**config.mk**
```make
export PLATFORM = sky130hd
export DESIGN_NAME = adc_serial_output_formatter
export DESIGN_NICKNAME = d
export VERILOG_FILES = /design/src/asof_pkg.sv /design/src/asof_fmt_if.sv /design/src/adc_serial_output_formatter.sv /design/src/asof_bit_select.sv
export SDC_FILE = /design/constraint.sdc
export NUM_CORES = 1
export LEC_CHECK = 0
export BUFFER_PORTS_ARGS = -buffer_cell sky130_fd_sc_hd__buf_4
export CAP_MARGIN = 40
export CORE_UTILIZATION = 45
export DETAILED_ROUTE_END_ITERATION = 6
export PLACE_DENSITY = 0.67
export SLEW_MARGIN = 10
export SYNTH_ARGS = -nofsm -noshare
export SYNTH_HDL_FRONTEND = slang
export SYNTH_HIERARCHICAL = 1
export SYNTH_SLANG_ARGS = --single-unit
```
**constraint.sdc**
```tcl
create_clock -name ref_clk -period 2 [get_ports ref_clk]
set_input_delay 0.2 -clock ref_clk [delete_from_list [all_inputs] [get_ports ref_clk]]
set_output_delay 0.2 -clock ref_clk [all_outputs]
set_load 0.005 [all_outputs]
```
**src/asof_pkg.sv**
```systemverilog
// Purpose: shared constants and types of the serial output formatter
// Assumes: one 7-bit input word after the start bit, 12-bit result
// Notes: field positions index the captured input word, first bit in the top position
package asof_pkg;

  // ==========================================================
  // sizes
  localparam int ASOF_RES_BITS = 12;
  localparam int ASOF_CFG_BITS = 7;

  // ==========================================================
  // input word field positions (first received bit is bit 6)
  localparam int CFG_SGL_POS = 6;
  localparam int CFG_ODD_POS = 5;
  localparam int CFG_SEL_HI_POS = 4;
  localparam int CFG_SEL_LO_POS = 3;
  localparam int CFG_POL_POS = 2;
  localparam int CFG_ORDER_POS = 1;
  localparam int CFG_PWR_POS = 0;
  localparam int CFG_MUX_HI = CFG_SGL_POS;
  localparam int CFG_MUX_LO = CFG_SEL_LO_POS;

  // ==========================================================
  // output stream positions
  localparam int POS_NULL = 0;

  // ==========================================================
  // reset values
  localparam logic RST_DOUT = 1'h0;
  localparam logic RST_DOUT_OE = 1'h0;
  localparam logic RST_SDN_N = 1'h1;
  localparam logic RST_SDN = 1'h0;
  localparam logic RST_SCLK = 1'h0;
  localparam logic RST_CS_N = 1'h1;
  localparam logic RST_POL = 1'h1;
  localparam logic RST_ORDER = 1'h1;
  localparam logic RST_PWR = 1'h1;
  localparam logic [3:0] RST_MUX = 4'h0;

  // ==========================================================
  // code conversion: offset binary to two's complement flips the top bit
  localparam logic [ASOF_RES_BITS-1:0] BIPOLAR_FLIP = 12'h800;

  // ==========================================================
  // serial sequencer states
  typedef enum logic [2:0] {
    ST_HUNT = 3'b001,
    ST_CFG  = 3'b010,
    ST_SEND = 3'b100
  } asof_state_t;

endpackage

```
**src/asof_fmt_if.sv**
```systemverilog
// Purpose: carries the output position and options to the bit selector
// Assumes: selector is purely combinational
// Notes: ctl side drives the position, fmt side answers with the bit
`timescale 1ns/1ps
interface asof_fmt_if #(
  parameter int RES_BITS = 12,
  parameter int PW = 5
);
  logic [PW-1:0] pos;
  logic [RES_BITS-1:0] result;
  logic bipolar;
  logic single_order;
  logic shutdown;
  logic bit_out;

  modport ctl (
    output pos,
    output result,
    output bipolar,
    output single_order,
    output shutdown,
    input bit_out
  );

  modport fmt (
    input pos,
    input result,
    input bipolar,
    input single_order,
    input shutdown,
    output bit_out
  );
endinterface

```
**src/adc_serial_output_formatter.sv**
```systemverilog
// Purpose: slave-side serial sequencer and output formatter of a 12-bit converter
// Assumes: cs_n, sclk and din are synchronous to ref_clk and slower than it
// Notes: sclk edges are found by comparing with the previous sample
`timescale 1ns/1ps

module adc_serial_output_formatter
  import asof_pkg::*;
#(
  parameter int RES_BITS = ASOF_RES_BITS
)(
  // clock, reset, enable
  input wire logic ref_clk,
  input wire logic nrst,
  input wire logic clk_en,
  // serial link from the host
  input wire logic cs_n,
  input wire logic sclk,
  input wire logic din,
  // serial data pin, two-signal form: value and output enable
  output logic dout,
  output logic dout_oe,
  // shutdown status
  output logic shutdown_indicator_n,
  output logic shutdown_active,
  // converter core
  input wire logic [RES_BITS-1:0] conv_code,
  output logic conv_start,
  output logic [3:0] mux_addr,
  output logic polarity_select,
  output logic single_order_select,
  output logic power_keep_select
);

  localparam int POS_LAST = 2 * RES_BITS;
  localparam int PW = $clog2(POS_LAST + 1);
  localparam logic [PW-1:0] POS_MAX = PW'(POS_LAST);
  localparam logic [2:0] CFG_LAST = 3'(ASOF_CFG_BITS - 1);

  // ==========================================================
  // elaboration checks
  generate
    if (RES_BITS < 2 || RES_BITS != $bits(BIPOLAR_FLIP))
    begin : g_bad_res
      $error("result width must match the bipolar flip constant");
    end
    if (ASOF_CFG_BITS > 8)
    begin : g_bad_cfg
      $error("input word longer than the bit counter");
    end
  endgenerate

  // ==========================================================
  // declarations
  asof_state_t state_q;
  logic sclk_q;
  logic cs_n_q;
  logic sclk_rise;
  logic sclk_fall;
  logic cs_fall;
  logic cfg_done;
  logic [2:0] cfg_cnt_q;
  logic [ASOF_CFG_BITS-1:0] cfg_word_q;
  logic [ASOF_CFG_BITS-1:0] cfg_word_d;
  logic [RES_BITS-1:0] result_q;
  logic [PW-1:0] pos_q;
  logic shutdown_q;
  logic sdn_n_q;
  logic dout_q;
  logic dout_oe_q;
  logic conv_start_q;
  logic pol_q;
  logic order_q;
  logic pwr_q;
  logic [3:0] mux_q;

  asof_fmt_if #(.RES_BITS(RES_BITS), .PW(PW)) fmt_bus ();

  // ==========================================================
  // edge detection of the link pins
  always_ff @(posedge ref_clk)
  begin
    if (!nrst)
    begin
      sclk_q <= RST_SCLK;
      cs_n_q <= RST_CS_N;
    end
    else if (clk_en)
    begin
      sclk_q <= sclk;
      cs_n_q <= cs_n;
    end
  end

  assign sclk_rise = sclk & ~sclk_q;
  assign sclk_fall = ~sclk & sclk_q;
  assign cs_fall = ~cs_n & cs_n_q;

  // ==========================================================
  // sequencer
  assign cfg_done = (state_q == ST_CFG) && sclk_rise && (cfg_cnt_q == CFG_LAST);

  always_ff @(posedge ref_clk)
  begin
    if (!nrst)
    begin
      state_q <= ST_HUNT;
    end
    else if (clk_en)
    begin
      if (cs_n)
      begin
        state_q <= ST_HUNT;
      end
      else
      begin
        unique case (state_q)
          ST_HUNT:
          begin
            if (sclk_rise && din)
            begin
              state_q <= ST_CFG;
            end
          end
          ST_CFG:
          begin
            if (cfg_done)
            begin
              state_q <= ST_SEND;
            end
          end
          ST_SEND:
          begin
            state_q <= ST_SEND;
          end
          default:
          begin
            state_q <= ST_HUNT;
          end
        endcase
      end
    end
  end

  // ==========================================================
  // input word capture
  assign cfg_word_d = {cfg_word_q[ASOF_CFG_BITS-2:0], din};

  always_ff @(posedge ref_clk)
  begin
    if (!nrst)
    begin
      cfg_cnt_q <= 3'h0;
      cfg_word_q <= '0;
    end
    else if (clk_en)
    begin
      if (cs_n || state_q == ST_HUNT)
      begin
        cfg_cnt_q <= 3'h0;
      end
      else if (state_q == ST_CFG && sclk_rise)
      begin
        cfg_cnt_q <= cfg_cnt_q + 3'h1;
        cfg_word_q <= cfg_word_d;
      end
    end
  end

  // ==========================================================
  // option registers, loaded when the word completes
  always_ff @(posedge ref_clk)
  begin
    if (!nrst)
    begin
      pol_q <= RST_POL;
      order_q <= RST_ORDER;
      pwr_q <= RST_PWR;
      mux_q <= RST_MUX;
    end
    else if (clk_en && cfg_done)
    begin
      pol_q <= cfg_word_d[CFG_POL_POS];
      order_q <= cfg_word_d[CFG_ORDER_POS];
      pwr_q <= cfg_word_d[CFG_PWR_POS];
      mux_q <= cfg_word_d[CFG_MUX_HI:CFG_MUX_LO];
    end
  end

  // ==========================================================
  // conversion request and result capture
  always_ff @(posedge ref_clk)
  begin
    if (!nrst)
    begin
      conv_start_q <= 1'h0;
      result_q <= '0;
    end
    else if (clk_en)
    begin
      conv_start_q <= cfg_done && cfg_word_d[CFG_PWR_POS];
      if (cfg_done)
      begin
        if (cfg_word_d[CFG_POL_POS])
        begin
          result_q <= conv_code;
        end
        else
        begin
          result_q <= conv_code ^ BIPOLAR_FLIP;
        end
      end
    end
  end

  // ==========================================================
  // power shutdown flag and indicator
  always_ff @(posedge ref_clk)
  begin
    if (!nrst)
    begin
      shutdown_q <= RST_SDN;
      sdn_n_q <= RST_SDN_N;
    end
    else if (clk_en)
    begin
      if (cfg_done && !cfg_word_d[CFG_PWR_POS])
      begin
        shutdown_q <= 1'h1;
        sdn_n_q <= 1'h0;
      end
      else if (cs_fall)
      begin
        shutdown_q <= 1'h0;
        sdn_n_q <= 1'h1;
      end
    end
  end

  // ==========================================================
  // output position counter
  always_ff @(posedge ref_clk)
  begin
    if (!nrst)
    begin
      pos_q <= '0;
    end
    else if (clk_en)
    begin
      if (cs_n || cfg_done)
      begin
        pos_q <= '0;
      end
      else if (state_q == ST_SEND && sclk_fall && pos_q != POS_MAX)
      begin
        pos_q <= pos_q + 1'b1;
      end
    end
  end

  // ==========================================================
  // bit selection
  assign fmt_bus.pos = pos_q;
  assign fmt_bus.result = result_q;
  assign fmt_bus.bipolar = ~pol_q;
  assign fmt_bus.single_order = order_q;
  assign fmt_bus.shutdown = shutdown_q;

  asof_bit_select #(
    .RES_BITS(RES_BITS),
    .PW(PW)
  ) u_bit_select (
    .fb(fmt_bus.fmt)
  );

  // ==========================================================
  // serial output pin
  always_ff @(posedge ref_clk)
  begin
    if (!nrst)
    begin
      dout_q <= RST_DOUT;
      dout_oe_q <= RST_DOUT_OE;
    end
    else if (clk_en)
    begin
      if (cs_n)
      begin
        dout_q <= RST_DOUT;
        dout_oe_q <= RST_DOUT_OE;
      end
      else if (state_q == ST_SEND && sclk_fall)
      begin
        dout_q <= fmt_bus.bit_out;
        dout_oe_q <= 1'h1;
      end
    end
  end

  // ==========================================================
  // outputs
  assign dout = dout_q;
  assign dout_oe = dout_oe_q;
  assign shutdown_indicator_n = sdn_n_q;
  assign shutdown_active = shutdown_q;
  assign conv_start = conv_start_q;
  assign mux_addr = mux_q;
  assign polarity_select = pol_q;
  assign single_order_select = order_q;
  assign power_keep_select = pwr_q;

endmodule // adc_serial_output_formatter

```
**src/asof_bit_select.sv**
```systemverilog
// Purpose: picks the serial output bit for a position of the result stream
// Assumes: position 0 is the null bit, 1..R the msb-first word
// Notes: positions R+1..2R-1 repeat the word lsb-first starting at bit 1
`timescale 1ns/1ps
module asof_bit_select
  import asof_pkg::*;
#(
  parameter int RES_BITS = ASOF_RES_BITS,
  parameter int PW = 5
)(
  // formatter side
  asof_fmt_if.fmt fb
);

  function automatic logic pick_bit(
    input logic [PW-1:0] p,
    input logic [RES_BITS-1:0] r,
    input logic bip,
    input logic one_order,
    input logic sdn
  );
    int pi;
    logic b;
    pi = int'(p);
    b = 1'b0;
    if (pi == POS_NULL)
    begin
      b = 1'b0;
    end
    else if (sdn)
    begin
      b = (pi <= RES_BITS);
    end
    else if (pi <= RES_BITS)
    begin
      b = r[RES_BITS - pi];
    end
    else if (one_order)
    begin
      b = 1'b0;
    end
    else if (pi <= 2 * RES_BITS - 1)
    begin
      b = r[pi - RES_BITS];
    end
    else
    begin
      b = bip ? r[RES_BITS-1] : 1'b0;
    end
    return b;
  endfunction

  assign fb.bit_out = pick_bit(fb.pos, fb.result, fb.bipolar, fb.single_order, fb.shutdown);

endmodule // asof_bit_select

```
==> metrics.txt <==
# TYPE chip_impl_metric gauge
chip_impl_metric{name="worst_ir_drop_vdd",unit="mV"} 0.4191
chip_impl_metric{name="cp_max_fo",unit=""} 2
chip_impl_metric{name="synth_async_sr_flop_share",unit=""} 0
chip_impl_metric{name="die_area",unit="sq um"} 5186
chip_impl_metric{name="cts-resized-gates",unit=""} 0
chip_impl_metric{name="via_per_inst",unit=""} 5.167
chip_impl_metric{name="gpl.final_weighted_congestion",unit=""} 0.8274
chip_impl_metric{name="grt-ovfl-total",unit=""} 0
chip_impl_metric{name="sw_frac_of_total",unit=""} 0.2360
chip_impl_metric{name="total_switching_power",unit="mW"} 0.3549
chip_impl_metric{name="dr_total_vias",unit=""} 1793
chip_impl_metric{name="post-route-period-util",unit=""} 0.9135
chip_impl_metric{name="grt.total_usage",unit=""} 0.1842
chip_impl_metric{name="syn-mean-instance-area",unit="sq um"} 8.931
chip_impl_info{name="outcome",value="completed"} 1
chip_impl_metric{name="cts.reportedPaths.clkPinSlew",unit="ns"} 0.08
chip_impl_metric{name="leakage",unit="nW"} 1.049
chip_impl_metric{name="die_x",unit="microns"} 72.02
chip_impl_metric{name="share_of_total_power_in_sequential_cells",unit=""} 0.578
chip_impl_metric{name="io_pins",unit=""} 30
chip_impl_metric{name="pwr-share-clk",unit=""} 0.361
chip_impl_metric{name="n_fill_cell",unit=""} 457
chip_impl_metric{name="syn-cell-area",unit="sq um"} 2206
chip_impl_metric{name="initial_core_util",unit=""} 0.4670
chip_impl_metric{name="final.min_clock_period",unit="ns"} 1.827
chip_impl_metric{name="dp.final_hpwl",unit="mm"} 3.226
chip_impl_info{name="worst_setup_path_end_kind",value="flip-flop"} 1
chip_impl_metric{name="portBuffers",unit=""} 29
chip_impl_metric{name="cts_max_level",unit=""} 2
chip_impl_metric{name="first_global_vias",unit=""} 1537
chip_impl_metric{name="timing.setup.tns",unit="ns"} 0
chip_impl_info{name="primary_ff_master_synth",value="sky130_fd_sc_hd__dfxtp_1"} 1
chip_impl_metric{name="worstPathArrival",unit="ns"} 2.05
chip_impl_metric{name="clock_sinks",unit=""} 43
chip_impl_metric{name="dr.first_iter.drc_count",unit=""} 107
chip_impl_metric{name="clkLatencyLatePin",unit="ns"} 0.30
chip_impl_metric{name="syn_inst",unit=""} 247
chip_impl_metric{name="timing.final.ws_setup",unit="ns"} 0.1729
chip_impl_metric{name="antenna_found_initial",unit=""} 0
chip_impl_metric{name="synth_edf_count",unit=""} 0
chip_impl_metric{name="core",unit="sq um"} 4723
chip_impl_metric{name="antenna_violating_nets_left",unit=""} 0
chip_impl_info{name="unrepaired_setup_endpoints_after_global_routing",value="no"} 1
chip_impl_metric{name="fin_nets",unit=""} 306
chip_impl_metric{name="post-cts-setup-buffer-count",unit=""} 0
chip_impl_metric{name="timing.final.hold_violations",unit=""} 0
chip_impl_metric{name="routed_wire_length_per_instance",unit="microns"} 12.98
chip_impl_metric{name="finalClockSkew",unit="ns"} 0.007141
chip_impl_info{name="worstSetupStartpointType",value="flip-flop"} 1
chip_impl_info{name="most_used_cells_in_the_layout_excluding_fill_and_tap_cells",value="sky130_fd_sc_hd__nand2_1 (48), sky130_fd_sc_hd__dfxtp_1 (42), sky130_fd_sc_hd__buf_4 (34)"} 1
chip_impl_info{name="type_of_the_worst_min_delay_path",value="in -> reg"} 1
chip_impl_metric{name="antenna_diodes",unit=""} 0
chip_impl_metric{name="syn_to_final_growth",unit="%"} 17.75
chip_impl_metric{name="remaining_drc_errors",unit=""} 0
chip_impl_metric{name="ys.warnings.count",unit=""} 6
chip_impl_metric{name="share_comb_of_total_power",unit=""} 0.061
chip_impl_metric{name="net_count_after_synthesis",unit=""} 274
chip_impl_metric{name="fp-row-count",unit=""} 25
chip_impl_info{name="setup.worst_path.class",value="reg -> reg"} 1
chip_impl_metric{name="final_layout_size_suffix_gt1_frac",unit=""} 0.2107
chip_impl_info{name="final_common_cell",value="sky130_fd_sc_hd__nand2_1"} 1
chip_impl_metric{name="worstMarginPinSlew",unit="ns"} 0.4744
chip_impl_metric{name="netlist-cell-type-count",unit=""} 46
chip_impl_metric{name="cp_data_required_time",unit="ns"} 2.22
chip_impl_metric{name="tritoncts.num_buffers",unit=""} 5
chip_impl_metric{name="die_height",unit="microns"} 72.02
chip_impl_metric{name="hold_slack",unit="ns"} 0.1422
chip_impl_metric{name="synth.ff_latch_count",unit=""} 43
chip_impl_metric{name="power_density",unit="nW/um^2"} 578.9
chip_impl_metric{name="wirelength",unit="mm"} 4.505
chip_impl_metric{name="final_max_slew_violation_count",unit=""} 0
chip_impl_metric{name="clock_tree.buffer_depth",unit=""} 2
chip_impl_metric{name="grt_start_max_net_pins",unit=""} 29
chip_impl_metric{name="fmaxAchievable",unit="GHz"} 0.5473
chip_impl_info{name="cts_tree",value="yes"} 1
chip_impl_metric{name="max_cap_viol_count",unit=""} 0
chip_impl_metric{name="cell_internal_pwr",unit="mW"} 1.149
chip_impl_metric{name="hold_buffers",unit=""} 0
chip_impl_metric{name="sequential_area_share_after_synthesis",unit=""} 0.3902
chip_impl_metric{name="setup_viol_count_final",unit=""} 0
chip_impl_metric{name="slew-limit-headroom",unit=""} 0.6833
chip_impl_info{name="cts_root_buffer",value="sky130_fd_sc_hd__clkbuf_8"} 1
chip_impl_metric{name="pre_cts_ws",unit="ns"} 0.1400
chip_impl_metric{name="grt_first_pass_wirelength",unit="mm"} 7.286
chip_impl_metric{name="firstDrtPassIters",unit=""} 4
==> state kept, by name, indices dropped and copies added (netlist names), 3 cells and up <==
name and count:
fmt_bus.pos 5, mux_addr 4, state_q 3, fmt_bus.result 12
cfg_word_q 6, cfg_cnt_q 3
==> worst max-delay path, stage by stage (launching register included) <==
cell                        delay [ns]
sky130_fd_sc_hd__dfxtp_1          0.33
sky130_fd_sc_hd__inv_1            0.05
sky130_fd_sc_hd__ha_1             0.33
sky130_fd_sc_hd__mux4_2           0.24
sky130_fd_sc_hd__nand2_1          0.05
sky130_fd_sc_hd__and4b_4          0.21
sky130_fd_sc_hd__a2111oi_4        0.29
sky130_fd_sc_hd__mux2i_1          0.11
sky130_fd_sc_hd__o21ai_0          0.14
==> power groups by stage <==
stage          combinational (mW)  clock (mW)  sequential, mW
6_report                   0.0915       0.543           0.869
5_1_grt                     0.100       0.595           0.871
4_1_cts                    0.0915       0.553           0.869
3_5_place_dp               0.0909           0           0.889
3_3_place_gp               0.0905           0           0.889
2_1_floorplan              0.0487           0           0.887
==> stage by stage <==
stage	instance area, sq um	utilization	power (mW)	cells
5_1_grt	2597	0.5499	1.565	347
2_1_floorplan	2206	-	0.9361	247
4_1_cts	2589	0.5481	1.514	347
3_3_place_gp	2504	0.5301	0.9798	339
3_5_place_dp	2504	0.5301	0.9802	339
6_report	2597	0.5499	1.504	347
==> path summary, 6_finish.rpt <==
kind                               startpoint                             end  slack (ns)  depth (start not counted)
setup / recovery  fmt_bus.pos[0]$_SDFFE_PN0P_               dout$_SDFFE_PN0P_        0.17                          8
hold / removal                   conv_code[6]  fmt_bus.result[6]$_SDFFE_PN0P_        0.14                          3
setup reg to reg  fmt_bus.pos[0]$_SDFFE_PN0P_               dout$_SDFFE_PN0P_        0.17                          8
hold reg to reg      mux_addr[2]$_SDFFE_PN0P_        mux_addr[2]$_SDFFE_PN0P_        0.46                          2
==> final cells by class <==
class	instances	area, sq um	share of cell area
multi-input combinational	182	1262	0.4860
sequential	43	862.1	0.3319
timing repair buffer	34	255.2	0.09827
tap	67	83.83	0.03227
clock buffer	6	72.57	0.02794
inverter	13	48.80	0.01879
clock inverter	2	12.51	0.004817
==> per-layer routing <==
metal,vias up,part of all wire,track usage
met5,-,0,0
met4,0,0.0098,0.05882
met3,4,0.034,0.04583
met2,28,0.44,0.2683
met1,836,0.52,0.2683
li1,925,-,-
==> logic make-up after synthesis <==
family / Yosys count / synth area share
compound gates: 51 / 0.1554
xor+xnor: 6 / 0.02382
fa+ha+maj: 9 / 0.05105
buf+inv: 22 / 0.04084
flops: 43 / 0.3902
mux: 17 / 0.1163
simple gates: 99 / 0.2223
==> cells in the mapped netlist (2+ instances only) <==
master	number	share of area
sky130_fd_sc_hd__a21o_1	3	0.010
sky130_fd_sc_hd__a21oi_1	21	0.048
sky130_fd_sc_hd__a31oi_1	2	0.0057
sky130_fd_sc_hd__and2_1	2	0.0057
sky130_fd_sc_hd__clkbuf_1	7	0.012
sky130_fd_sc_hd__dfxtp_1	43	0.39
sky130_fd_sc_hd__ha_1	9	0.051
sky130_fd_sc_hd__inv_1	12	0.020
sky130_fd_sc_hd__mux2i_1	11	0.050
sky130_fd_sc_hd__mux4_1	3	0.036
sky130_fd_sc_hd__mux4_2	3	0.031
sky130_fd_sc_hd__nand2_1	48	0.082
sky130_fd_sc_hd__nand2b_1	4	0.011
sky130_fd_sc_hd__nand3_1	8	0.018
sky130_fd_sc_hd__nand3b_1	2	0.0068
sky130_fd_sc_hd__nand4b_1	2	0.0079
sky130_fd_sc_hd__nor2_1	17	0.029
sky130_fd_sc_hd__nor2b_1	2	0.0057
sky130_fd_sc_hd__nor3_1	4	0.0091
sky130_fd_sc_hd__o211ai_1	2	0.0068
sky130_fd_sc_hd__o21ai_0	12	0.027
sky130_fd_sc_hd__or2_2	2	0.0057
sky130_fd_sc_hd__xnor2_1	5	0.020
Power figures use the tool's default switching activity.
